`src/phy_mgmt_cfg.svh`:
```
// Purpose: offsets, field positions, reset values and counts for the management block
// Assumes: 5-bit register addresses as carried by the serial management frame
// Notes: definitions only
`ifndef PHY_MGMT_CFG_SVH
`define PHY_MGMT_CFG_SVH

// register addresses
`define REG_NP_WORD 5'h08
`define REG_MII_CTRL 5'h14
`define REG_SYM_ERR 5'h15
`define REG_INT_CTRL 5'h1b

// partner next-page word fields
`define NP_MSG_BIT 13
`define NP_ACK2_BIT 12
`define NP_TOGGLE_BIT 11

// preamble control fields and values
`define PRE100_BIT 7
`define PRE10_BIT 6
`define MII_LOW_VALUE 6'h01
`define STRAP_PRE100 3'h4
`define STRAP_WAIT 2'h2

// interrupt register layout and event order
`define INT_EN_LSB 8
`define EV_LINK_UP 0
`define EV_REMOTE_FAULT 1
`define EV_LINK_DOWN 2
`define EV_PARTNER_ACK 3
`define EV_PAR_DET_FAULT 4
`define EV_PAGE_RX 5
`define EV_RX_ERROR 6
`define EV_JABBER 7

// error counter
`define ERR_CNT_MAX 16'hffff

// management frame
`define PREAMBLE_BITS 6'h20
`define HDR_BITS 5'h0e
`define DATA_BITS 5'h10
`define FRAME_ST 2'h1
`define OP_READ 2'h2
`define OP_WRITE 2'h1

// receive byte stream
`define SFD_BYTE 8'hd5

`endif

```
`src/phy_mgmt_pkg.sv`:
```
// Purpose: types shared by the management register block and the preamble trimmer
// Assumes: phy_mgmt_cfg.svh holds every number
// Notes: whole-module state lives in one packed struct per module
package phy_mgmt_pkg;

	typedef enum logic [1:0] {MG_IDLE, MG_HDR, MG_TA, MG_DATA} mgmt_state_t;

	typedef enum logic [1:0] {TR_WAIT, TR_DROP, TR_PASS} trim_state_t;

	typedef struct packed {
		logic mdc_s1;
		logic mdc_s2;
		logic mdc_s3;
		logic mdio_s1;
		logic mdio_s2;
		logic [2:0] strap_s1;
		logic [2:0] strap_s2;
		logic [1:0] strap_cnt;
		logic strap_done;
		mgmt_state_t mg_st;
		logic [5:0] pre_cnt;
		logic [4:0] bit_cnt;
		logic [15:0] shift;
		logic is_read;
		logic is_write;
		logic [4:0] reg_sel;
		logic [15:0] rd_shift;
		logic mdio_out;
		logic mdio_oe;
		logic [15:0] np_word;
		logic pre100;
		logic pre10;
		logic [7:0] int_en;
		logic [7:0] int_flag;
		logic [15:0] err_cnt;
		logic irq;
	} regs_state_t;

	typedef struct packed {
		trim_state_t st;
		logic out_valid;
		logic [7:0] out_data;
	} trim_reg_t;

endpackage : phy_mgmt_pkg

```
`src/rx_preamble_trim.sv`:
```
// Purpose: trims receive preamble bytes before the MII according to the restore controls
// Assumes: byte stream from same-clock receive logic, valid held high for a whole frame
// Notes: output lags input by one cycle; dropped bytes simply leave a gap in valid
`timescale 1ns/1ps
`include "phy_mgmt_cfg.svh"

module rx_preamble_trim
	import phy_mgmt_pkg::*;
(
	input wire logic clk_sys, // system clock
	input wire logic rst, // synchronous reset, active high
	input wire logic in_valid, // receive byte valid, high through the frame
	input wire logic [7:0] in_data, // receive byte
	input wire logic speed_100, // 1 = 100 Mbit/s frame, 0 = 10 Mbit/s
	input wire logic keep_pre_100, // restore full preamble at 100 Mbit/s
	input wire logic keep_pre_10, // restore full preamble at 10 Mbit/s
	output logic out_valid, // trimmed byte valid
	output logic [7:0] out_data // trimmed byte
);

	trim_reg_t s_q;
	trim_reg_t s_d;

	// frame start decides how much preamble to drop; valid low ends the frame
	always_comb begin
		s_d = s_q;
		s_d.out_valid = 1'b0;
		if (!in_valid) begin
			s_d.st = TR_WAIT;
		end else begin
			unique case (s_q.st)
				TR_WAIT: begin
					if (speed_100 && !keep_pre_100) begin
						s_d.st = TR_PASS;
					end else if (!speed_100 && !keep_pre_10 && in_data != `SFD_BYTE) begin
						s_d.st = TR_DROP;
					end else begin
						s_d.st = TR_PASS;
						s_d.out_valid = 1'b1;
						s_d.out_data = in_data;
					end
				end
				TR_DROP: begin
					// hold off until the start delimiter so the frame opens with it
					if (in_data == `SFD_BYTE) begin
						s_d.st = TR_PASS;
						s_d.out_valid = 1'b1;
						s_d.out_data = in_data;
					end
				end
				TR_PASS: begin
					s_d.out_valid = 1'b1;
					s_d.out_data = in_data;
				end
			endcase
		end
	end

	// state register
	always_ff @(posedge clk_sys) begin
		if (rst) begin
			s_q <= '{st: TR_WAIT, out_valid: 1'b0, out_data: 8'h00};
		end else begin
			s_q <= s_d;
		end
	end

	assign out_valid = s_q.out_valid;
	assign out_data = s_q.out_data;

endmodule : rx_preamble_trim

```
`src/phy_mii_ctrl_irq_regs.sv`:
```
// Purpose: management registers for next-page word, preamble control, error count, interrupts
// Assumes: serial management bus on mdc/mdio pins; event strobes from same-clock logic
// Notes: mdc must run at most about one eighth of clk_sys because of pin synchronisers
//
// Summary of operation
// - next-page bit 13 reads message page (1) or unformatted page (0); resets 0.
// - next-page bit 12 reads 1 when partner can act on information; resets 0.
// - next-page bit 11 is the received toggle, opposite of previous sent one.
// - at 100 Mbit/s with restore 0 drop one preamble byte; 1 passes all.
// - 100 Mbit/s restore resets to 1 when strap equals 100, else 0.
// - at 10 Mbit/s with restore 0 strip preamble so frame starts at SFD.
// - 16-bit read-only count of symbol-error frames, reset zero, cleared by reading.
// - enable bit 15, reset 0, lets the jabber flag drive the interrupt.
// - enable bit 14, reset 0, lets the receive-error flag raise an interrupt.
// - enable bit 13, reset 0, lets the page-received flag raise an interrupt.
// - enable bit 12, reset 0, lets the parallel-detect fault raise an interrupt.
// - enable bit 11, reset 0, lets the partner-acknowledge flag raise an interrupt.
// - enable bit 10, reset 0, lets the link-down flag raise an interrupt.
// - enable bit 9, reset 0, lets the remote-fault flag raise an interrupt.
// - enable bit 8, reset 0, lets the link-up flag raise an interrupt.
// - low interrupt byte holds sticky event flags, same order, cleared by reading.
`timescale 1ns/1ps
`include "phy_mgmt_cfg.svh"

module phy_mii_ctrl_irq_regs
	import phy_mgmt_pkg::*;
#(
	parameter logic [4:0] PHY_ADDR = 5'h01 // management address this device answers
) (
	input wire logic clk_sys, // system clock, 25 MHz
	input wire logic rst, // synchronous reset, active high
	input wire logic mdc, // management clock pin
	input wire logic mdio_in, // management data pin, input side
	output logic mdio_out, // management data pin, output side
	output logic mdio_oe, // management data pin, high while driven
	input wire logic [2:0] strap_config, // configuration strap pins
	input wire logic [7:0] event_pulse, // one-cycle event strobes, bit order of flags
	input wire logic sym_err_frame, // one-cycle strobe per frame with symbol error
	input wire logic np_load, // one-cycle strobe: new partner next-page word
	input wire logic [15:0] np_word_in, // received partner next-page word
	input wire logic rx_in_valid, // receive byte valid, high through frame
	input wire logic [7:0] rx_in_data, // receive byte
	input wire logic speed_100, // 1 = 100 Mbit/s receive
	output logic rx_out_valid, // MII receive byte valid
	output logic [7:0] rx_out_data, // MII receive byte
	output logic irq // interrupt, active high
);

	regs_state_t s_q;
	regs_state_t s_d;

	// read view of the register map; unmapped addresses read zero
	function automatic logic [15:0] read_word(input logic [4:0] a, input regs_state_t s);
		logic [15:0] w;
		w = 16'h0000;
		unique case (a)
			`REG_NP_WORD: begin
				w = s.np_word;
			end
			`REG_MII_CTRL: begin
				w[5:0] = `MII_LOW_VALUE;
				w[`PRE100_BIT] = s.pre100;
				w[`PRE10_BIT] = s.pre10;
			end
			`REG_SYM_ERR: begin
				w = s.err_cnt;
			end
			`REG_INT_CTRL: begin
				w = {s.int_en, s.int_flag};
			end
			default: begin
				w = 16'h0000;
			end
		endcase
		return w;
	endfunction : read_word

	logic mdc_rise;
	logic mdio_bit;
	logic clr_flags;
	logic clr_count;
	logic [15:0] wr_word;
	logic [15:0] err_base;
	logic [13:0] hdr;

	// pin sampling and edge detection: the first stage feeds only the second
	assign mdc_rise = s_q.mdc_s2 & ~s_q.mdc_s3;
	assign mdio_bit = s_q.mdio_s2;
	assign hdr = {s_q.shift[12:0], mdio_bit};
	assign wr_word = {s_q.shift[14:0], mdio_bit};

	// management frame engine, register updates and event capture
	always_comb begin
		s_d = s_q;
		clr_flags = 1'b0;
		clr_count = 1'b0;
		err_base = s_q.err_cnt;

		s_d.mdc_s1 = mdc;
		s_d.mdc_s2 = s_q.mdc_s1;
		s_d.mdc_s3 = s_q.mdc_s2;
		s_d.mdio_s1 = mdio_in;
		s_d.mdio_s2 = s_q.mdio_s1;
		s_d.strap_s1 = strap_config;
		s_d.strap_s2 = s_q.strap_s1;

		// strap is caught after release, once it has passed both synchroniser stages
		if (!s_q.strap_done) begin
			if (s_q.strap_cnt == `STRAP_WAIT) begin
				s_d.pre100 = (s_q.strap_s2 == `STRAP_PRE100);
				s_d.strap_done = 1'b1;
			end else begin
				s_d.strap_cnt = s_q.strap_cnt + 2'h1;
			end
		end

		// every state moves only on a detected mdc rising edge
		if (mdc_rise) begin
			unique case (s_q.mg_st)
				MG_IDLE: begin
					if (mdio_bit) begin
						if (s_q.pre_cnt != `PREAMBLE_BITS) begin
							s_d.pre_cnt = s_q.pre_cnt + 6'h01;
						end
					end else if (s_q.pre_cnt == `PREAMBLE_BITS) begin
						// first start bit after a full preamble
						s_d.mg_st = MG_HDR;
						s_d.shift = 16'h0000;
						s_d.bit_cnt = 5'h01;
					end else begin
						s_d.pre_cnt = 6'h00;
					end
				end
				MG_HDR: begin
					s_d.shift = {s_q.shift[14:0], mdio_bit};
					s_d.bit_cnt = s_q.bit_cnt + 5'h01;
					if (s_q.bit_cnt == `HDR_BITS - 5'h01) begin
						s_d.bit_cnt = 5'h00;
						s_d.reg_sel = hdr[4:0];
						s_d.is_read = 1'b0;
						s_d.is_write = 1'b0;
						s_d.mg_st = MG_TA;
						if (hdr[13:12] == `FRAME_ST && hdr[9:5] == PHY_ADDR) begin
							if (hdr[11:10] == `OP_READ) begin
								s_d.is_read = 1'b1;
								s_d.rd_shift = read_word(hdr[4:0], s_q);
								// read side effects happen as the word is latched
								clr_count = (hdr[4:0] == `REG_SYM_ERR);
								clr_flags = (hdr[4:0] == `REG_INT_CTRL);
							end else if (hdr[11:10] == `OP_WRITE) begin
								s_d.is_write = 1'b1;
							end
						end
						if (!(hdr[13:12] == `FRAME_ST && hdr[9:5] == PHY_ADDR)) begin
							// foreign or malformed frame: still count it out, stay silent
							s_d.is_read = 1'b0;
						end
					end
				end
				MG_TA: begin
					// first turnaround bit left floating, second driven low
					s_d.bit_cnt = s_q.bit_cnt + 5'h01;
					if (s_q.bit_cnt == 5'h00) begin
						s_d.mdio_oe = s_q.is_read;
						s_d.mdio_out = 1'b0;
					end else begin
						s_d.mg_st = MG_DATA;
						s_d.bit_cnt = 5'h00;
						s_d.mdio_out = s_q.rd_shift[15];
						s_d.rd_shift = {s_q.rd_shift[14:0], 1'b0};
					end
				end
				MG_DATA: begin
					s_d.shift = {s_q.shift[14:0], mdio_bit};
					s_d.mdio_out = s_q.rd_shift[15];
					s_d.rd_shift = {s_q.rd_shift[14:0], 1'b0};
					s_d.bit_cnt = s_q.bit_cnt + 5'h01;
					if (s_q.bit_cnt == `DATA_BITS - 5'h01) begin
						s_d.mdio_oe = 1'b0;
						s_d.mdio_out = 1'b0;
						s_d.mg_st = MG_IDLE;
						s_d.pre_cnt = 6'h00;
						s_d.bit_cnt = 5'h00;
						if (s_q.is_write) begin
							unique case (s_q.reg_sel)
								`REG_MII_CTRL: begin
									s_d.pre100 = wr_word[`PRE100_BIT];
									s_d.pre10 = wr_word[`PRE10_BIT];
								end
								`REG_INT_CTRL: begin
									s_d.int_en = wr_word[15:`INT_EN_LSB];
								end
								default: begin
									// read-only or unmapped: write ignored
									s_d.int_en = s_q.int_en;
								end
							endcase
						end
					end
				end
			endcase
		end

		// partner next-page word is replaced whole by the negotiation logic
		if (np_load) begin
			s_d.np_word = np_word_in;
		end

		// an event in the clearing cycle survives: set wins over read-clear
		s_d.int_flag = (clr_flags ? 8'h00 : s_q.int_flag) | event_pulse;

		// counter sticks at full scale rather than wrapping back to a small value
		if (clr_count) begin
			err_base = 16'h0000;
		end
		if (sym_err_frame && err_base != `ERR_CNT_MAX) begin
			s_d.err_cnt = err_base + 16'h0001;
		end else begin
			s_d.err_cnt = err_base;
		end

		// registered so the pin never glitches through the flag and enable gating
		s_d.irq = |(s_d.int_flag & s_d.int_en);
	end

	// state register; all control state has a defined reset value
	always_ff @(posedge clk_sys) begin
		if (rst) begin
			s_q <= '0;
			s_q.mg_st <= MG_IDLE;
		end else begin
			s_q <= s_d;
		end
	end

	// receive preamble trimming driven by the two restore controls
	rx_preamble_trim u_trim (
		.clk_sys(clk_sys),
		.rst(rst),
		.in_valid(rx_in_valid),
		.in_data(rx_in_data),
		.speed_100(speed_100),
		.keep_pre_100(s_q.pre100),
		.keep_pre_10(s_q.pre10),
		.out_valid(rx_out_valid),
		.out_data(rx_out_data)
	);

	assign mdio_out = s_q.mdio_out;
	assign mdio_oe = s_q.mdio_oe;
	assign irq = s_q.irq;

endmodule : phy_mii_ctrl_irq_regs

```
`config.mk`:
```
export PLATFORM = sky130hd
export DESIGN_NAME = phy_mii_ctrl_irq_regs
export DESIGN_NICKNAME = d
export VERILOG_FILES = /design/src/phy_mgmt_pkg.sv /design/src/rx_preamble_trim.sv /design/src/phy_mii_ctrl_irq_regs.sv
export VERILOG_INCLUDE_DIRS = /design/src
export SDC_FILE = /design/constraint.sdc
export NUM_CORES = 1
export LEC_CHECK = 0
export CAP_MARGIN = 20
export CORE_MARGIN = 2
export CORE_UTILIZATION = 50
export CTS_CLUSTER_DIAMETER = 60
export DETAILED_ROUTE_END_ITERATION = 12
export DONT_BUFFER_PORTS = 1
export SKIP_CTS_REPAIR_TIMING = 1
export SLEW_MARGIN = 20
export SYNTH_ARGS = -nofsm -noshare
export SYNTH_HDL_FRONTEND = slang
export SYNTH_SLANG_ARGS = --single-unit
```
`constraint.sdc`:
```
create_clock -name clk_sys -period 4.3 [get_ports clk_sys]
set_clock_uncertainty 0.05 [all_clocks]
set_input_delay 1.29 -clock clk_sys [delete_from_list [all_inputs] [get_ports clk_sys]]
set_output_delay 1.29 -clock clk_sys [all_outputs]
set_load 0.01 [all_outputs]
```
==> flow_metrics.tcl <==
set metrics [dict create \
    setup_viol 0 \
    dieHeight_um 114.4 \
    grt_max_degree 123 \
    clkSinkCount 129 \
    period_minus_slack_ps 3482 \
    nets 694 \
    grt_usage 0.2397 \
    rsz0062_at_grt "false" \
    slew_headroom 0.2981 \
    cp.required_ps 4590 \
    startpoint "s_q[104]$_SDFFE_PP0P_" \
    num_rows 40 \
    drv_slew 0 \
    synth_most_common_cell "dfxtp_1" \
    viasPerCell 6.154 \
    cts_tree "yes" \
    syn_avg_cell_area_um2 9.262 \
    maxCapViolCount 0 \
    synth_area_leaders "dfxtp_1 42%, mux2i_1 6.2%, nor2_1 5.9%, ha_1 3.5%, a211oi_1 2.7%" \
    die_area_um2 13090 \
    yosys.area.top_type "dfxtp_1" \
    drtPass1Iterations 6 \
    grt_overflow_total 0 \
    ios 55 \
    power_frac_comb 0.042 \
    tns_ps 0 \
    synth-xor-area-share 0.01006 \
    synth.area.mux_share 0.06241 \
    num_antenna_cells 0 \
    synthTopCellsByCount "129 x dfxtp_1, 95 x nor2_1, 38 x mux2i_1" \
    antenna_found_initial 0 \
    cts.path.max_buffers 2 \
    first_iter_violations 461 \
    yosysWarnings 0 \
    gp_routability_congestion 0.8258 \
    syn2layout_area_growth_pct 9.382 \
    finalCritPeriodShare 0.8097 \
    tightest_slew_ps 1044 \
    synth_cells 658 \
    die_w_um 114.4 \
    max_freq_mhz 287.2 \
    drc 0 \
    min_from "s_d[110]$_SDFF_PP0_" \
    synth_area_um2 6095 \
    cts_buffers 17 \
    endpoint_kind "flop" \
    wl_per_cell_um 18.68 \
    fin_area_um2 6666 \
    power_density_nw_per_um2 416.9 \
    grt_pass1_vias 4663 \
    p_sw_uw 624.2 \
    synth.net_count 718 \
    path_class "flop to flop" \
    clkPwrFrac 0.504 \
    path_max_fanout 16 \
    synth_fa_ha_area_frac 0.03490 \
    core_area_um2 11960 \
    critical_path_arrival_ps 3770 \
    clock_latency_ps 430 \
    hold_viol_final 0 \
    port_buffers 0 \
    root_buffer "clkbuf_16" \
    crit_chain "inv_1 > ha_1 > and3b_1 > or4b_4 > nor2_4 > nor2_1 > ha_1 > and4_1 > a21o_1 > nor4_1 > mux2i_1" \
    start_util 0.5095 \
    seqPwrFrac 0.454 \
    yosys.area_share.simple 0.2232 \
    synth-seq-area-share 0.4237 \
    detail-route-antenna-nets 0 \
    synth_compound_area_frac 0.1959 \
    start_kind "flop" \
    synth_edf_count 0 \
    ir_drop_mv 0.3692 \
    netlist.area_leader.share 0.4237 \
    clk_pin_slew_ps 60 \
    slowest_delay_ps 540 \
    postSynth.asyncResetShare 0 \
    synth_top_family_by_area "simple AND/OR/NAND/NOR gates" \
    outcome "finished, final reports clean" \
    dr_total_vias 4880 \
    p_leak_uw 0.002248 \
    intPower_uw 2155 \
    dpl_cell_area_um2 6088 \
    htreeDepth 4 \
    hold_path_class "flop to flop" \
    wirelength_um 14820 \
    swShare 0.2246 \
    timing.rr.start "s_q[104]$_SDFFE_PP0P_" \
    grt_pass1_wl_um 24350 \
    synth-main-ff-cell "dfxtp_1" \
    worst_path_max_delay_cell "or4b_4" \
    layout-drive-gt1-share 0.08359 \
    ys_seq_elements 129 \
    hpwl_um 10450 \
    ys_types 75 \
    path_common_cell "ha_1" \
]
## critical path: cells and delay by family (launching register included)
kind / cells / cell delay (ps)
flops: 1 / 330
fa+ha+maj: 2 / 580
mux: 1 / 250
compound gates: 1 / 290
buf+inv: 1 / 110
simple gates: 6 / 1780
## area by class of cell
class / instances / area [µm²]
timing repair buffer: 3 / 22.52
tap: 147 / 183.9
fill: 1083 / 5295
multi-input combinational: 462 / 3221
clock buffer: 19 / 442.9
inverter: 21 / 78.83
clock inverter: 12 / 135.1
sequential: 129 / 2582
## power groups by stage
stage | combinational [µW] | sequential (µW) | clock [µW]
after floorplan | 125 | 1280 | 0
after global placement | 109 | 1290 | 0
after global routing | 137 | 1260 | 1490
after CTS | 117 | 1260 | 1430
final | 116 | 1260 | 1400
after detailed placement | 117 | 1290 | 0
## per-stage QoR
step                setup slack [ps]  std cells  total power (µW)  utilization  hold slack [ps]
global route                   567.4        793              2888       0.5573            406.5
floorplan                       1078        658              1400            -            363.8
finish                         818.4        793              2779       0.5573            380.9
global placement                1017        762              1395       0.5090            371.1
detailed placement             897.4        762              1405       0.5090            375.3
CTS                            872.6        793              2806       0.5573            386.0
## sequential cells by signal, summed over array words and instances, names as in the netlist, 2 cells and up
signal,cells
s_d,6
s_q,95
u_trim.out_data,8
hdr,13
u_trim.s_q,2
## logic make-up (layout without fill, tap and decap cells)
family,after synthesis,in the layout
DFF,129,129
xor gates and xnor gates,7,7
buffers and inverters,67,55
AOI/OAI and AO/OA,153,153
muxes,38,38
and+or+nand+nor,247,247
adders and majority gates,17,17
## per-layer routing
metal / vias to the layer above / wire, µm / track usage
met5: - / 0 / 0
met4: 0 / 204 / 0.08049
met3: 15 / 849 / 0.06776
met2: 116 / 6720 / 0.3598
met1: 2354 / 7041 / 0.3320
li1: 2395 / - / -
## cells in the final DEF (no fill, tap or decap), types with 12 or more instances in the layout
| cell | count |
|---|---|
| a211oi_1 | 22 |
| a22oi_1 | 21 |
| nand2_1 | 24 |
| nor2b_1 | 17 |
| nor2_1 | 95 |
| nand4_1 | 12 |
| mux2i_1 | 38 |
| nor3_1 | 13 |
| a21oi_1 | 25 |
| clkbuf_16 | 17 |
| ha_1 | 17 |
| a222oi_1 | 13 |
| inv_1 | 21 |
| a2bb2oi_1 | 13 |
| dfxtp_1 | 129 |
| nand3_1 | 14 |
## worst paths after layout
check	slack, ps	cells after the start	end
worst max-delay path	820	11	s_q[10]$_SDFF_PP0_
worst min register to register	380	1	s_q[110]$_SDFF_PP0_
worst min-delay path	380	1	s_q[110]$_SDFF_PP0_
worst max register to register	820	11	s_q[10]$_SDFF_PP0_
(Power assumes the default switching activity.)
